[config.mk]
export PLATFORM = sky130hd
export DESIGN_NAME = debug_lock_boot_guard
export DESIGN_NICKNAME = d
export VERILOG_FILES = /design/src/hw/dlbg_pkg.sv /design/src/hw/debug_lock_boot_guard.sv
export VERILOG_INCLUDE_DIRS = /design/src /design/src/hw
export SDC_FILE = /design/constraint.sdc
export NUM_CORES = 1
export LEC_CHECK = 0
export ABC_AREA = 1
export BUFFER_PORTS_ARGS = -buffer_cell sky130_fd_sc_hd__buf_4
export CORE_MARGIN = 1.5
export CORE_UTILIZATION = 62
export CTS_BUF_LIST = sky130_fd_sc_hd__clkbuf_4
export DETAILED_ROUTE_END_ITERATION = 10
export PLACE_DENSITY = 0.84
export REMOVE_ABC_BUFFERS = 1
export SYNTH_ARGS = -nofsm -noshare
export SYNTH_HDL_FRONTEND = slang
export SYNTH_SLANG_ARGS = --single-unit
[constraint.sdc]
create_clock -name I_CLOCK -period 2.8 [get_ports I_CLOCK]
set_clock_uncertainty 0.05 [all_clocks]
set_input_delay 0.14 -clock I_CLOCK [delete_from_list [all_inputs] [get_ports I_CLOCK]]
set_output_delay 0.14 -clock I_CLOCK [all_outputs]
set_load 0.01 [all_outputs]
[src/hw/dlbg_regs.svh]
// constants for the debug lock and boot guard
// assumes: included by bare name from the guard module
`ifndef DLBG_REGS_SVH
`define DLBG_REGS_SVH
`define DLBG_BMODE_PINS    2'h0
`define DLBG_BMODE_FLASH   2'h1
`define DLBG_BMODE_SECURE  2'h2
`define DLBG_SAMPLE_CYCLES 4'h4
`define DLBG_SYNC_W        5
`define DLBG_SYNC_TCK      0
`define DLBG_SYNC_TDI      1
`define DLBG_SYNC_KEY      2
`define DLBG_SYNC_BOOT_LO  3
`define DLBG_SYNC_BOOT_HI  4
`endif

[src/hw/dlbg_pkg.sv]
// types shared by the debug lock and boot guard
// assumes: nothing beyond the constants header
package dlbg_pkg;
  typedef enum logic [1:0] {
    G_RESET  = 2'b00,
    G_SAMPLE = 2'b01,
    G_RUN    = 2'b10
  } guard_e;

  typedef enum logic [2:0] {
    B_WAIT   = 3'b000,
    B_CHECK  = 3'b001,
    B_FLASH  = 3'b010,
    B_LOADER = 3'b011,
    B_HALT   = 3'b100
  } boot_e;

  typedef struct packed {
    logic       lock_en;
    logic       zero_pin;
    logic [1:0] boot_mode;
  } otp_s;

  typedef struct packed {
    logic       flash_go;
    logic       loader_go;
    logic [1:0] loader_sel;
    logic       check_req;
    logic       halt;
  } boot_s;
endpackage

[src/hw/debug_lock_boot_guard.sv]
// debug port lock and zero-pin boot guard, system clock domain
// assumes: otp and boot rom signals are on I_CLOCK; jtag and boot pins are asynchronous
//
// Notes on behaviour
// - debug lock enabled in otp blocks all jtag access to the device
// - while locked, a matching presented password lifts the lock; nothing else does
// - an all-zero stored password makes the lock permanent
// - zero-pin with a flash mode jumps to flash, ignoring boot pins and loaders
// - secure flash mode with zero-pin checks the flash image before handing over; without zero-pin it goes to a loader unchecked
// - external loaders never run when zero-pin flash boot is set
`timescale 1ns/100ps
`include "dlbg_regs.svh"

module debug_lock_boot_guard #(
  parameter int KEY_W = 64
) (
  input  wire logic              I_CLOCK,
  input  wire logic              I_RESETN,
  input  wire dlbg_pkg::otp_s    i_otp_cfg,
  input  wire logic [KEY_W-1:0]  i_otp_key,
  input  wire logic              I_JTAG_TCK,
  input  wire logic              I_JTAG_TDI,
  input  wire logic              I_KEY_ENTER,
  input  wire logic [1:0]        I_BOOT_PINS,
  input  wire logic              i_rom_done,
  input  wire logic              i_check_done,
  input  wire logic              i_check_pass,
  output logic                   o_eval_done,
  output logic                   o_jtag_enable,
  output logic                   o_debug_port_lock,
  output logic                   o_lock_permanent,
  output dlbg_pkg::boot_s        o_boot
);

  // input synchronisers; stage one feeds stage two only
  logic [`DLBG_SYNC_W-1:0] s1_q;
  logic [`DLBG_SYNC_W-1:0] s2_q;
  logic                    tck_prev_q;
  logic                    key_prev_q;
  logic                    tck_rise;
  logic                    key_fall;
  logic                    key_en;
  logic                    tdi;
  logic [1:0]              boot_pins;

  always_ff @(posedge I_CLOCK or negedge I_RESETN) begin
    if (!I_RESETN) begin
      s1_q       <= '0;
      s2_q       <= '0;
      tck_prev_q <= 1'b0;
      key_prev_q <= 1'b0;
    end else begin
      s1_q       <= {I_BOOT_PINS, I_KEY_ENTER, I_JTAG_TDI, I_JTAG_TCK};
      s2_q       <= s1_q;
      tck_prev_q <= s2_q[`DLBG_SYNC_TCK];
      key_prev_q <= s2_q[`DLBG_SYNC_KEY];
    end
  end

  always_comb begin
    tck_rise  = s2_q[`DLBG_SYNC_TCK] & ~tck_prev_q;
    key_en    = s2_q[`DLBG_SYNC_KEY];
    key_fall  = ~key_en & key_prev_q;
    tdi       = s2_q[`DLBG_SYNC_TDI];
    boot_pins = s2_q[`DLBG_SYNC_BOOT_HI:`DLBG_SYNC_BOOT_LO];
  end

  // evaluation of otp settings and debug lock
  dlbg_pkg::guard_e   guard_q, guard_d;
  logic [3:0]         cnt_q, cnt_d;
  dlbg_pkg::otp_s     otp_q, otp_d;
  logic [KEY_W-1:0]   stored_q, stored_d;
  logic [KEY_W-1:0]   shift_q, shift_d;
  logic               locked_q, locked_d;
  logic               perm;
  logic               key_match;

  always_comb begin
    guard_d   = guard_q;
    cnt_d     = cnt_q;
    otp_d     = otp_q;
    stored_d  = stored_q;
    shift_d   = shift_q;
    locked_d  = locked_q;
    perm      = otp_q.lock_en & (stored_q == '0);
    // a submit that lands before evaluation finishes is refused
    key_match = key_fall & locked_q & ~perm & (shift_q == stored_q)
                & (guard_q == dlbg_pkg::G_RUN);
    case (guard_q)
      dlbg_pkg::G_RESET: begin
        guard_d = dlbg_pkg::G_SAMPLE;
        cnt_d   = '0;
      end
      dlbg_pkg::G_SAMPLE: begin
        // otp read path may settle late after reset, so sample repeatedly
        otp_d    = i_otp_cfg;
        stored_d = i_otp_key;
        cnt_d    = cnt_q + 4'h1;
        if (cnt_q == `DLBG_SAMPLE_CYCLES - 4'h1) begin
          guard_d  = dlbg_pkg::G_RUN;
          locked_d = i_otp_cfg.lock_en;
        end
      end
      dlbg_pkg::G_RUN: begin
        if (key_en && tck_rise) begin
          shift_d = {shift_q[KEY_W-2:0], tdi};
        end
        if (key_match) begin
          locked_d = 1'b0;
        end
        if (key_fall) begin
          shift_d = '0;
        end
      end
      default: guard_d = dlbg_pkg::G_RESET;
    endcase
  end

  always_ff @(posedge I_CLOCK or negedge I_RESETN) begin
    if (!I_RESETN) begin
      guard_q  <= dlbg_pkg::G_RESET;
      cnt_q    <= '0;
      otp_q    <= '0;
      stored_q <= '0;
      shift_q  <= '0;
      locked_q <= 1'b1;
    end else begin
      guard_q  <= guard_d;
      cnt_q    <= cnt_d;
      otp_q    <= otp_d;
      stored_q <= stored_d;
      shift_q  <= shift_d;
      locked_q <= locked_d;
    end
  end

  // boot path selection
  dlbg_pkg::boot_e boot_q, boot_d;
  dlbg_pkg::boot_s out_q, out_d;
  logic            zp_flash;
  logic            secure;

  always_comb begin
    zp_flash = otp_q.zero_pin & (otp_q.boot_mode != `DLBG_BMODE_PINS);
    secure   = otp_q.boot_mode == `DLBG_BMODE_SECURE;
    boot_d   = boot_q;
    out_d    = out_q;
    case (boot_q)
      dlbg_pkg::B_WAIT: begin
        if (guard_q == dlbg_pkg::G_RUN && i_rom_done) begin
          if (zp_flash) begin
            boot_d = secure ? dlbg_pkg::B_CHECK : dlbg_pkg::B_FLASH;
          end else begin
            // loaders take code unauthenticated; only reachable without zero-pin flash boot
            boot_d           = dlbg_pkg::B_LOADER;
            out_d.loader_sel = boot_pins;
          end
        end
      end
      dlbg_pkg::B_CHECK: begin
        if (i_check_done) begin
          boot_d = i_check_pass ? dlbg_pkg::B_FLASH : dlbg_pkg::B_HALT;
        end
      end
      dlbg_pkg::B_FLASH,
      dlbg_pkg::B_LOADER,
      dlbg_pkg::B_HALT: boot_d = boot_q;
      default: boot_d = dlbg_pkg::B_WAIT;
    endcase
    out_d.flash_go  = boot_d == dlbg_pkg::B_FLASH;
    out_d.loader_go = boot_d == dlbg_pkg::B_LOADER;
    out_d.check_req = boot_d == dlbg_pkg::B_CHECK;
    out_d.halt      = boot_d == dlbg_pkg::B_HALT;
  end

  always_ff @(posedge I_CLOCK or negedge I_RESETN) begin
    if (!I_RESETN) begin
      boot_q <= dlbg_pkg::B_WAIT;
      out_q  <= '0;
    end else begin
      boot_q <= boot_d;
      out_q  <= out_d;
    end
  end

  // outputs, all from flip-flops
  logic eval_q;
  logic jtag_q;
  logic perm_q;

  always_ff @(posedge I_CLOCK or negedge I_RESETN) begin
    if (!I_RESETN) begin
      eval_q <= 1'b0;
      jtag_q <= 1'b0;
      perm_q <= 1'b0;
    end else begin
      eval_q <= guard_d == dlbg_pkg::G_RUN;
      jtag_q <= (guard_d == dlbg_pkg::G_RUN) & ~locked_d;
      perm_q <= (guard_d == dlbg_pkg::G_RUN) & otp_d.lock_en & (stored_d == '0);
    end
  end

  assign o_eval_done       = eval_q;
  assign o_jtag_enable     = jtag_q;
  assign o_debug_port_lock = locked_q;
  assign o_lock_permanent  = perm_q;
  assign o_boot            = out_q;
endmodule

==> metrics.txt, run 1 <==
# TYPE chip_impl_metric gauge
chip_impl_metric{name="max_freq",unit="GHz"} 0.413
chip_impl_metric{name="worst_pin_slew",unit="ns"} 0.723
chip_impl_metric{name="r2r_setup_slack",unit="ns"} 0.38
chip_impl_metric{name="design_area",unit="um2"} 9410
chip_impl_metric{name="cts.clk_slew.worst_paths",unit="ns"} 0.13
chip_impl_metric{name="clk_path_buf_depth",unit=""} 2
chip_impl_metric{name="layout.core_utilization",unit="%"} 78.3
chip_impl_metric{name="number_of_distinct_library_cell_variants_in_the_gate_level_netlist_after_synthesis",unit=""} 30
chip_impl_metric{name="post_synth_instance_area",unit="um2"} 7640
chip_impl_metric{name="power.share.combinational",unit="%"} 14.2
chip_impl_info{name="timing.critical_path.from_type",value="flop"} 1
chip_impl_metric{name="fp-row-count",unit=""} 40
chip_impl_metric{name="synthCells",unit=""} 939
chip_impl_metric{name="grt_usage",unit="%"} 29.6
chip_impl_metric{name="seq_power_share",unit="%"} 57.7
chip_impl_metric{name="cts-buffers-inserted",unit=""} 17
chip_impl_info{name="top_flip_flop_cell_by_instance_count_after_synthesis",value="sky130_fd_sc_hd__dfrtp_1"} 1
chip_impl_metric{name="power.internal",unit="W"} 0.00326
chip_impl_info{name="setup.worst_path.class",value="reg2reg"} 1
chip_impl_info{name="crit_chain",value="inv_1 > ha_4 > buf_4 > o21ai_0 > nor4_1 > nand4_1 > nor2_1 > nand3_1 > nor2_1"} 1
chip_impl_metric{name="final_min_period_over_clock_period",unit="%"} 86.4
chip_impl_metric{name="critical_path.n_buffers_inverters",unit=""} 2
chip_impl_metric{name="clockPowerShare",unit="%"} 28.0
chip_impl_metric{name="layout_setup_ws",unit="ns"} 0.381
chip_impl_info{name="synth_most_common_cell",value="sky130_fd_sc_hd__nand2_1"} 1
chip_impl_metric{name="die_y",unit="um"} 114
chip_impl_metric{name="period_needed",unit="ns"} 2.42
chip_impl_metric{name="worstPathRequired",unit="ns"} 3.24
chip_impl_metric{name="cellPowerDensity",unit="nW/um2"} 471
chip_impl_metric{name="place.port_buffers",unit=""} 87
chip_impl_metric{name="critical_path_max_stage_delay",unit="ns"} 0.43
chip_impl_metric{name="floorplan.initialDensity",unit="%"} 63.6
chip_impl_metric{name="grt_max_degree",unit=""} 129
chip_impl_metric{name="core_area",unit="um2"} 12000
chip_impl_metric{name="wl_per_cell",unit="um"} 14.4
chip_impl_info{name="critical_path.top_delay_family",value="simple AND/OR/NAND/NOR gates"} 1
chip_impl_metric{name="report.final.slew_viol_count",unit=""} 0
chip_impl_metric{name="cts_htree_levels",unit=""} 4
chip_impl_metric{name="finish.net_count",unit=""} 1177
chip_impl_metric{name="total_power",unit="W"} 0.00443
chip_impl_info{name="tritoncts",value="yes"} 1
chip_impl_metric{name="postRouteWirelength",unit="um"} 18000
chip_impl_info{name="min-delay-path-class",value="in2async"} 1
chip_impl_metric{name="hold_viol",unit=""} 0
chip_impl_metric{name="drive_above_1_share",unit="%"} 12.4
chip_impl_info{name="synth.largest_area_cell",value="sky130_fd_sc_hd__dfrtp_1"} 1
chip_impl_metric{name="placed_cell_area",unit="um2"} 8380
chip_impl_info{name="grt_setup_unrepaired",value="no"} 1
chip_impl_metric{name="register_bit_total_from_synthesis",unit=""} 163
chip_impl_metric{name="post-route-drc-count",unit=""} 0
chip_impl_info{name="post_synth_main_area_contributors",value="sky130_fd_sc_hd__dfrtp_1 53%, sky130_fd_sc_hd__nand2_1 11%, sky130_fd_sc_hd__o21ai_0 8.3%, sky130_fd_sc_hd__inv_1 7.0%, sky130_fd_sc_hd__nand3_1 5.0%"} 1
chip_impl_metric{name="cts.sinks",unit=""} 163
chip_impl_metric{name="critPathMaxFanout",unit=""} 34
chip_impl_metric{name="hpwl_detailed",unit="um"} 11600
chip_impl_metric{name="synth-edff-count",unit=""} 0
chip_impl_metric{name="via_count",unit=""} 6695
chip_impl_metric{name="whs",unit="ns"} 0.0377
chip_impl_metric{name="preCtsSetupSlack",unit="ns"} 0.459
chip_impl_metric{name="timing.slew.headroom",unit="%"} 51.8
chip_impl_metric{name="worstPathArrival",unit="ns"} 2.85
chip_impl_info{name="cpMostUsedCell",value="sky130_fd_sc_hd__nor2_1"} 1
chip_impl_metric{name="synth_top_cell_area_share",unit="%"} 53.1
chip_impl_info{name="critical_path.slowest_cell",value="sky130_fd_sc_hd__dfrtp_1"} 1
chip_impl_metric{name="dieWidth",unit="um"} 114
chip_impl_metric{name="top_level_ports",unit=""} 88
chip_impl_metric{name="floorplan.die_area",unit="um2"} 13000
chip_impl_info{name="clk_root_buffer_cell",value="sky130_fd_sc_hd__clkbuf_4"} 1
chip_impl_metric{name="p_switching",unit="W"} 0.00118
chip_impl_metric{name="synth_seq_area_share",unit="%"} 53.4
chip_impl_metric{name="layout-area-overhead-vs-synth",unit="%"} 23.2
chip_impl_info{name="outcome",value="completed"} 1
chip_impl_metric{name="cts_setup_buffers",unit=""} 0
chip_impl_metric{name="detailedRoute.firstPassIterationCount",unit=""} 6
chip_impl_metric{name="grt_first_pass_wirelength",unit="um"} 30000
chip_impl_metric{name="final_antenna_net_count",unit=""} 0
chip_impl_metric{name="grt_overflow",unit=""} 0
chip_impl_metric{name="max_cap_viol_count",unit=""} 0
chip_impl_metric{name="swShare",unit="%"} 26.6
chip_impl_metric{name="antenna_found_initial",unit=""} 1
chip_impl_metric{name="timing.final.setup_violations",unit=""} 0
chip_impl_metric{name="grt_pass1_vias",unit=""} 6497
chip_impl_info{name="end_kind",value="flop"} 1
chip_impl_metric{name="post_cts_resize_count",unit=""} 0
chip_impl_metric{name="count_of_yosys_warnings_during_synthesis",unit=""} 0
chip_impl_metric{name="synthesis.area_per_instance",unit="um2"} 8.13
chip_impl_metric{name="worst_skew_pair.late_latency",unit="ns"} 0.55
chip_impl_metric{name="drt-vias-per-instance",unit=""} 5.33
chip_impl_info{name="ys_top_cells_by_count",value="226 x sky130_fd_sc_hd__nand2_1, 162 x sky130_fd_sc_hd__dfrtp_1, 142 x sky130_fd_sc_hd__inv_1, 126 x sky130_fd_sc_hd__o21ai_0, 76 x sky130_fd_sc_hd__nand3_1"} 1
chip_impl_metric{name="fraction_of_synthesis_flops_using_an_asynchronous_set_or_reset_pin",unit="%"} 100
chip_impl_metric{name="power.leakage",unit="nW"} 4.43
chip_impl_metric{name="ir_drop",unit="uV"} 512
chip_impl_metric{name="gpl.final_weighted_congestion",unit=""} 0.873
chip_impl_metric{name="first_iter_violations",unit=""} 588
sequential cells by signal, indices dropped and copies added, names as in the netlist:
name / cells
guard_q: 2
o_eval_done: 1
tck_prev_q: 1
s2_q: 5
cnt_q: 4
boot_q: 3
key_prev_q: 1
o_boot: 6
shift_q: 64
s1_q: 5
o_lock_permanent: 1
otp_q: 4
o_debug_port_lock: 1
stored_q: 64
o_jtag_enable: 1
final timing paths:
kind | startpoint | endpoint | cells past startpoint
setup / recovery | guard_q[1] | o_lock_permanent | 9
hold / removal | I_RESETN | shift_q[11] | 2
setup reg to reg | guard_q[1] | o_lock_permanent | 9
hold reg to reg | s1_q[2] | s2_q[2] | 0
max in group asynchronous | I_RESETN | o_debug_port_lock | 3
min in group I_CLOCK | I_KEY_ENTER | s1_q[2] | 2
kinds of logic after synthesis:
family                   after synthesis  synth area share (%)
AND/OR/NAND/NOR                      415                  23.1
buffers and inverters                180                  9.70
flip-flops                           163                  53.4
AO/OA/AOI/OAI                        153                  10.3
XOR/XNOR                              21                  2.41
adder cells (fa/ha/maj)                5                 0.819
multiplexers                           2                 0.295
layer usage:
layer / up-vias / share of wire [%] / track usage [%]
met5: - / 0 / 0
met4: 0 / 2.2 / 9.75
met3: 39 / 5.2 / 6.06
met2: 240 / 48 / 49.1
met1: 3119 / 44 / 39.3
li1: 3297 / - / -
cells in the final DEF (no fill, tap or decap), drive strengths merged, types with 8 or more instances in the layout:
master	netlist	routed
nor4	16	16
dlygate4sd3	0	78
a21oi	8	8
nand4	11	11
dfrtp	162	162
nor2	69	69
clkinv	0	8
nand3	76	76
inv	143	143
xnor2	14	14
clkbuf	14	23
buf	23	95
nand2	235	235
o21ai	136	136
layout make-up:
type	count	area, um2
clock buffer	23	173
antenna	1	2.50
sequential	163	4080
fill	809	2610
tap	147	184
inverter	143	537
timing repair buffer	173	1520
multi-input combinational	596	2840
clock inverter	9	66.3
power groups by stage:
stage | registers [W] | logic, W | clock network (W)
final | 0.00256 | 0.000631 | 0.00124
after global routing | 0.00257 | 0.000701 | 0.00136
after CTS | 0.00256 | 0.000629 | 0.00126
after detailed placement | 0.00260 | 0.000537 | 0
after global placement | 0.00260 | 0.000528 | 0
after floorplan | 0.00260 | 0.000257 | 0
worst register-to-register path: cells and delay by family, from the launching register on:
kind / cells / cell delay [ns]
and+or+nand+nor: 5 / 0.81
buffers and inverters: 2 / 0.53
DFF: 1 / 0.43
adders and majority gates: 1 / 0.36
AOI/OAI and AO/OA: 1 / 0.18
through the flow:
step                      TNS (ns)  std cells
after floorplan            -369.11        902
after global placement           0       1144
after detailed placement         0       1144
after CTS                        0       1254
after global routing             0       1255
final                            0       1255
repair_timing:
item / 4_1_cts / 5_1_grt
hold endpoints to repair: 242 / 0
hold buffers: 78 / 0
setup endpoints to repair: 0 / 0
(Power assumes the default switching activity.)
==> run 2, diff against run 1 <==
--- a/config.mk
+++ b/config.mk
@@ -8,11 +8,10 @@
 export LEC_CHECK = 0
 export ABC_AREA = 1
 export BUFFER_PORTS_ARGS = -buffer_cell sky130_fd_sc_hd__buf_4
-export CORE_MARGIN = 1.5
-export CORE_UTILIZATION = 62
+export CORE_MARGIN = 2
+export CORE_UTILIZATION = 45
 export CTS_BUF_LIST = sky130_fd_sc_hd__clkbuf_4
 export DETAILED_ROUTE_END_ITERATION = 10
-export PLACE_DENSITY = 0.84
 export REMOVE_ABC_BUFFERS = 1
 export SYNTH_ARGS = -nofsm -noshare
 export SYNTH_HDL_FRONTEND = slang
==> metrics.txt, run 2 (same netlist as run 1, synthesis figures left out) <==
# TYPE chip_impl_metric gauge
chip_impl_metric{name="whs",unit="ns"} 0.0443
chip_impl_metric{name="timing.slew.headroom",unit="%"} 62.4
chip_impl_metric{name="place.port_buffers",unit=""} 87
chip_impl_info{name="setup.worst_path.class",value="reg2reg"} 1
chip_impl_metric{name="core_area",unit="um2"} 16600
chip_impl_info{name="critical_path.top_delay_family",value="simple AND/OR/NAND/NOR gates"} 1
chip_impl_info{name="min-delay-path-class",value="in2async"} 1
chip_impl_info{name="r2r_start",value="guard_q[1]"} 1
chip_impl_metric{name="ir_drop",unit="uV"} 388
chip_impl_metric{name="hold_viol",unit=""} 0
chip_impl_metric{name="first_iter_violations",unit=""} 433
chip_impl_metric{name="drive_above_1_share",unit="%"} 13.1
chip_impl_metric{name="layout-area-overhead-vs-synth",unit="%"} 25.7
chip_impl_metric{name="cts.sinks",unit=""} 163
chip_impl_metric{name="cts.clk_slew.worst_paths",unit="ns"} 0.14
chip_impl_metric{name="floorplan.initialDensity",unit="%"} 46.0
chip_impl_metric{name="power.leakage",unit="nW"} 4.47
chip_impl_metric{name="drt-vias-per-instance",unit=""} 4.84
chip_impl_metric{name="critical_path_max_stage_delay",unit="ns"} 0.43
chip_impl_metric{name="grt_usage",unit="%"} 21.7
chip_impl_metric{name="dieWidth",unit="um"} 134
chip_impl_metric{name="die_y",unit="um"} 134
chip_impl_metric{name="number_of_cells_on_the_worst_reg_to_reg_path",unit=""} 9
chip_impl_metric{name="wl_per_cell",unit="um"} 13.7
chip_impl_metric{name="grt_pass1_vias",unit=""} 6219
chip_impl_metric{name="final_antenna_net_count",unit=""} 0
chip_impl_metric{name="r2r_setup_slack",unit="ns"} 0.42
chip_impl_metric{name="grt_overflow",unit=""} 0
chip_impl_metric{name="max_cap_viol_count",unit=""} 0
chip_impl_metric{name="clk_path_buf_depth",unit=""} 2
chip_impl_metric{name="worstPathArrival",unit="ns"} 2.83
chip_impl_info{name="clk_root_buffer_cell",value="sky130_fd_sc_hd__clkbuf_4"} 1
chip_impl_metric{name="cellPowerDensity",unit="nW/um2"} 484
chip_impl_info{name="outcome",value="completed"} 1
chip_impl_metric{name="fillCellCount",unit=""} 1579
chip_impl_metric{name="max_freq",unit="GHz"} 0.420
chip_impl_metric{name="worstPathRequired",unit="ns"} 3.25
chip_impl_metric{name="finish.net_count",unit=""} 1181
chip_impl_info{name="mostFrequentLayoutCells",value="225 x sky130_fd_sc_hd__nand2_1, 162 x sky130_fd_sc_hd__dfrtp_1, 142 x sky130_fd_sc_hd__inv_1, 126 x sky130_fd_sc_hd__o21ai_0, 95 x sky130_fd_sc_hd__buf_4"} 1
chip_impl_info{name="end_kind",value="flop"} 1
chip_impl_metric{name="detailedRoute.firstPassIterationCount",unit=""} 5
chip_impl_metric{name="cts_htree_levels",unit=""} 4
chip_impl_metric{name="post-route-drc-count",unit=""} 0
chip_impl_metric{name="period_needed",unit="ns"} 2.38
chip_impl_info{name="grt_setup_unrepaired",value="no"} 1
chip_impl_metric{name="worst_skew_pair.late_latency",unit="ns"} 0.57
chip_impl_info{name="crit_chain",value="inv_1 > ha_4 > buf_12 > o21ai_0 > nor4_1 > nand4_1 > nor2_1 > nand3_1 > nor2_1"} 1
chip_impl_metric{name="postRouteWirelength",unit="um"} 18300
chip_impl_metric{name="timing.final.setup_violations",unit=""} 0
chip_impl_metric{name="via_count",unit=""} 6445
chip_impl_info{name="tritoncts",value="yes"} 1
chip_impl_info{name="timing.critical_path.from_type",value="flop"} 1
chip_impl_metric{name="floorplan.die_area",unit="um2"} 18000
chip_impl_metric{name="cts-buffers-inserted",unit=""} 17
chip_impl_info{name="critical_path.slowest_cell",value="sky130_fd_sc_hd__dfrtp_1"} 1
chip_impl_info{name="cpMostUsedCell",value="sky130_fd_sc_hd__nor2_1"} 1
chip_impl_metric{name="finalSetupTns",unit="ns"} 0
chip_impl_metric{name="hpwl_detailed",unit="um"} 12600
chip_impl_metric{name="critical_path.n_buffers_inverters",unit=""} 2
chip_impl_metric{name="top_level_ports",unit=""} 88
chip_impl_info{name="regToRegEndpoint",value="o_lock_permanent"} 1
chip_impl_metric{name="grt_first_pass_wirelength",unit="um"} 30700
chip_impl_metric{name="fp-row-count",unit=""} 47
chip_impl_info{name="mostFrequentLayoutCell",value="sky130_fd_sc_hd__nand2_1"} 1
chip_impl_metric{name="worst_pin_slew",unit="ns"} 0.564
chip_impl_metric{name="critPathMaxFanout",unit=""} 61
chip_impl_metric{name="grt_max_degree",unit=""} 129
chip_impl_metric{name="report.final.slew_viol_count",unit=""} 0
chip_impl_metric{name="antenna_found_initial",unit=""} 1
chip_impl_metric{name="final_min_period_over_clock_period",unit="%"} 85.1
chip_impl_metric{name="gpl.final_weighted_congestion",unit=""} 0.811
run 2: cell types whose count changed in the layout (fill, tap and decap cells not counted), sizes merged:
cell	previous run	this run
clkinvlp	0	3
inv	143	144
clkbuf	23	18
clkinv	8	7
buf	95	99
bufinv	1	3
run 2: power by group:
group / total, W / leakage, nW / internal (W) / switching, W
clock: 0.00146 / 0.156 / 0.000624 / 0.000838
sequential: 0.00256 / 2.05 / 0.00248 / 0.0000767
combinational: 0.000631 / 2.26 / 0.000297 / 0.000334
run 2: per-stage QoR:
step                      area [um2]  std cells  setup WS, ns  total power (W)  util, %
after global placement          8520       1221         0.523          0.00315     51.4
after global routing            9600       1332         0.159          0.00489     57.9
final                           9600       1332         0.417          0.00465     57.9
after floorplan                 7430        902         -5.16          0.00286        -
after CTS                       9600       1331         0.390          0.00469     57.9
after detailed placement        8520       1221         0.441          0.00315     51.4
run 2: worst register-to-register path, stage by stage (launching register included):
cell and delay (ns):
sky130_fd_sc_hd__dfrtp_1 0.43, sky130_fd_sc_hd__inv_1 0.17, sky130_fd_sc_hd__ha_4 0.31, sky130_fd_sc_hd__buf_12 0.29, sky130_fd_sc_hd__o21ai_0 0.18, sky130_fd_sc_hd__nor4_1 0.40
sky130_fd_sc_hd__nand4_1 0.21, sky130_fd_sc_hd__nor2_1 0.14, sky130_fd_sc_hd__nand3_1 0.07, sky130_fd_sc_hd__nor2_1 0.09
run 2: layout make-up:
| cell class | count | area (um2) | share of cell area, % |
|---|---|---|---|
| sequential | 163 | 4080 | 42.5 |
| multi-input combinational | 596 | 2840 | 29.6 |
| timing repair buffer | 177 | 1570 | 16.3 |
| inverter | 143 | 537 | 5.59 |
| tap | 220 | 275 | 2.87 |
| clock inverter | 14 | 163 | 1.69 |
| clock buffer | 18 | 135 | 1.41 |
| antenna | 1 | 2.50 | 0.0261 |
run 2: layer usage:
layer  share of wire [%]  global-route usage (%)
met1                  48                    30.8
met2                  46                    34.1
met3                 3.9                    4.38
met4                 1.3                    6.20
met5                   0                       0
run 2: how the worst max path moves through the flow:
stage,end,start,depth (start not counted)
floorplan,shift_q[0],s2_q[2],4
global placement,o_lock_permanent,guard_q[1],9
detailed placement,o_lock_permanent,guard_q[1],9
CTS,o_lock_permanent,guard_q[1],9
global route,o_lock_permanent,guard_q[1],9
finish,o_lock_permanent,guard_q[1],9
run 2: timing repair:
item	CTS	global route
setup buffers	0	0
gates resized for setup	0	0
hold buffers	78	0
endpoints found under the hold margin	244	0
==> run 3, diff against run 2 <==
--- a/config.mk
+++ b/config.mk
@@ -12,6 +12,7 @@
 export CORE_UTILIZATION = 45
 export CTS_BUF_LIST = sky130_fd_sc_hd__clkbuf_4
 export DETAILED_ROUTE_END_ITERATION = 10
+export PLACE_DENSITY = 0.66
 export REMOVE_ABC_BUFFERS = 1
 export SYNTH_ARGS = -nofsm -noshare
 export SYNTH_HDL_FRONTEND = slang
==> metrics.txt, run 3 (same netlist as run 1, synthesis figures left out) <==
# TYPE chip_impl_metric gauge
chip_impl_metric{name="power.share.combinational",unit="%"} 13.7
chip_impl_metric{name="detailedRoute.firstPassIterationCount",unit=""} 5
chip_impl_metric{name="grt_first_pass_wirelength",unit="um"} 30100
chip_impl_metric{name="grt_max_degree",unit=""} 129
chip_impl_metric{name="via_count",unit=""} 6486
chip_impl_metric{name="timing.final.setup_violations",unit=""} 0
chip_impl_info{name="critical_path.slowest_cell",value="sky130_fd_sc_hd__dfrtp_1"} 1
chip_impl_metric{name="hold_viol",unit=""} 0
chip_impl_metric{name="worst_skew_pair.late_latency",unit="ns"} 0.58
chip_impl_metric{name="clk_path_buf_depth",unit=""} 2
chip_impl_metric{name="max_freq",unit="GHz"} 0.444
chip_impl_metric{name="hpwl_detailed",unit="um"} 12300
chip_impl_metric{name="ir_drop",unit="uV"} 253
chip_impl_metric{name="grt_pass1_vias",unit=""} 6362
chip_impl_metric{name="fp-row-count",unit=""} 47
chip_impl_metric{name="cts.sinks",unit=""} 163
chip_impl_metric{name="cts_htree_levels",unit=""} 4
chip_impl_metric{name="whs",unit="ns"} 0.0855
chip_impl_metric{name="number_of_cells_on_the_worst_reg_to_reg_path",unit=""} 9
chip_impl_metric{name="floorplan.initialDensity",unit="%"} 46.0
chip_impl_metric{name="cellPowerDensity",unit="nW/um2"} 487
chip_impl_metric{name="layoutNonFillerInstCount",unit=""} 1330
chip_impl_info{name="r2r_start",value="guard_q[1]"} 1
chip_impl_metric{name="report.final.slew_viol_count",unit=""} 0
chip_impl_metric{name="final_min_period_over_clock_period",unit="%"} 80.4
chip_impl_info{name="cpMostUsedCell",value="sky130_fd_sc_hd__nor2_1"} 1
chip_impl_metric{name="grt_overflow",unit=""} 0
chip_impl_metric{name="power.leakage",unit="nW"} 4.46
chip_impl_metric{name="grt_usage",unit="%"} 21.1
chip_impl_metric{name="max_cap_viol_count",unit=""} 0
chip_impl_metric{name="worstPathRequired",unit="ns"} 3.26
chip_impl_metric{name="drive_above_1_share",unit="%"} 13.0
chip_impl_metric{name="antenna_found_initial",unit=""} 1
chip_impl_metric{name="die_y",unit="um"} 134
chip_impl_metric{name="finalSetupTns",unit="ns"} 0
chip_impl_info{name="crit_chain",value="inv_1 > ha_4 > buf_4 > o21ai_0 > nor4_1 > nand4_1 > nor2_1 > nand3_1 > nor2_1"} 1
chip_impl_metric{name="clockPowerShare",unit="%"} 31.5
chip_impl_metric{name="cts.clk_slew.worst_paths",unit="ns"} 0.15
chip_impl_metric{name="grtUsageMet3",unit="%"} 4.12
chip_impl_info{name="mostFrequentLayoutCells",value="225 x sky130_fd_sc_hd__nand2_1, 162 x sky130_fd_sc_hd__dfrtp_1, 142 x sky130_fd_sc_hd__inv_1, 126 x sky130_fd_sc_hd__o21ai_0, 92 x sky130_fd_sc_hd__buf_4"} 1
chip_impl_metric{name="critPathMaxFanout",unit=""} 30
chip_impl_info{name="clk_root_buffer_cell",value="sky130_fd_sc_hd__clkbuf_4"} 1
chip_impl_metric{name="finish.net_count",unit=""} 1178
chip_impl_metric{name="core_area",unit="um2"} 16600
chip_impl_metric{name="first_iter_violations",unit=""} 474
chip_impl_metric{name="critical_path_max_stage_delay",unit="ns"} 0.42
chip_impl_info{name="mostFrequentLayoutCell",value="sky130_fd_sc_hd__nand2_1"} 1
chip_impl_metric{name="place.port_buffers",unit=""} 87
chip_impl_metric{name="floorplan.die_area",unit="um2"} 18000
chip_impl_info{name="setup.worst_path.class",value="reg2reg"} 1
chip_impl_metric{name="cts_setup_buffers",unit=""} 0
chip_impl_info{name="end_kind",value="flop"} 1
chip_impl_info{name="busiest_metal_layer_after_global_routing",value="met2"} 1
chip_impl_metric{name="drt-vias-per-instance",unit=""} 4.88
chip_impl_metric{name="postRouteWirelength",unit="um"} 18100
chip_impl_metric{name="period_needed",unit="ns"} 2.25
chip_impl_info{name="grt_setup_unrepaired",value="no"} 1
chip_impl_info{name="regToRegEndpoint",value="o_lock_permanent"} 1
chip_impl_metric{name="gr-usage-met2",unit="%"} 35.1
chip_impl_info{name="tritoncts",value="yes"} 1
chip_impl_metric{name="timing.slew.headroom",unit="%"} 50.0
chip_impl_info{name="min-delay-path-class",value="in2async"} 1
chip_impl_metric{name="layout-area-overhead-vs-synth",unit="%"} 25.5
chip_impl_metric{name="post_cts_resize_count",unit=""} 0
chip_impl_metric{name="p_switching",unit="W"} 0.00133
chip_impl_metric{name="worst_pin_slew",unit="ns"} 0.750
chip_impl_metric{name="post_cts_hold_buffer_count",unit=""} 78
chip_impl_metric{name="cts-buffers-inserted",unit=""} 17
chip_impl_metric{name="wl_per_cell",unit="um"} 13.6
chip_impl_metric{name="dieWidth",unit="um"} 134
chip_impl_metric{name="total_power",unit="W"} 0.00466
chip_impl_metric{name="top_level_ports",unit=""} 88
chip_impl_metric{name="final_antenna_net_count",unit=""} 0
chip_impl_metric{name="place.detailed.instances",unit=""} 1218
chip_impl_metric{name="post-route-drc-count",unit=""} 0
chip_impl_metric{name="gpl.final_weighted_congestion",unit=""} 0.854
chip_impl_metric{name="met1_usage",unit="%"} 28.3
chip_impl_metric{name="worstPathArrival",unit="ns"} 2.72
chip_impl_metric{name="power.internal",unit="W"} 0.00333
chip_impl_info{name="timing.critical_path.from_type",value="flop"} 1
chip_impl_info{name="outcome",value="completed"} 1
chip_impl_metric{name="seq_power_share",unit="%"} 54.8
chip_impl_metric{name="r2r_setup_slack",unit="ns"} 0.55
chip_impl_metric{name="swShare",unit="%"} 28.6
run 3: worst max-delay path, delay by kind of cell, from the launching register on:
kind / cells / cell delay (ns)
adder cells (fa/ha/maj): 1 / 0.19
flip-flops: 1 / 0.42
AND/OR/NAND/NOR: 5 / 0.91
buffers and inverters: 2 / 0.42
AO/OA/AOI/OAI: 1 / 0.17
run 3: cell type report:
type	count	area (um2)
Clock inverter	15	171
Inverter	143	537
Antenna cell	2	5.00
Sequential cell	163	4080
Fill cell	1551	7000
Multi-Input combinational cell	596	2840
Tap cell	220	275
Timing Repair Buffer	174	1540
Clock buffer	17	128
run 3: worst max-delay path by stage:
stage          startpoint          endpoint  cells after the start
6_report       guard_q[1]  o_lock_permanent                      9
5_1_grt        guard_q[1]  o_lock_permanent                      9
4_1_cts        guard_q[1]  o_lock_permanent                      9
3_5_place_dp   guard_q[1]  o_lock_permanent                      9
3_3_place_gp   guard_q[1]  o_lock_permanent                      9
2_1_floorplan     s2_q[2]        shift_q[0]                      4
run 3: layer usage:
layer / wire [um] / up-vias / part of all wire [%]
li1: - / 3294 / -
met2: 8660 / 117 / 48
met3: 678 / 16 / 3.7
met1: 8530 / 3059 / 47
met4: 252 / 0 / 1.4
met5: 0 / - / 0
run 3: metrics by stage:
step | area (um2) | setup WS (ns) | util (%)
6_report | 9580 | 0.548 | 57.8
5_1_grt | 9580 | 0.266 | 57.8
4_1_cts | 9580 | 0.572 | 57.7
3_5_place_dp | 8500 | 0.600 | 51.2
3_3_place_gp | 8500 | 0.605 | 51.2
2_1_floorplan | 7430 | -5.16 | -
run 3: power groups by stage:
| stage | Combinational (W) | Clock, W | Sequential, W |
|---|---|---|---|
| floorplan | 0.000257 | 0 | 0.00260 |
| global placement | 0.000547 | 0 | 0.00260 |
| detailed placement | 0.000550 | 0 | 0.00260 |
| CTS | 0.000641 | 0.00151 | 0.00256 |
| global route | 0.000716 | 0.00161 | 0.00258 |
| finish | 0.000637 | 0.00147 | 0.00256 |
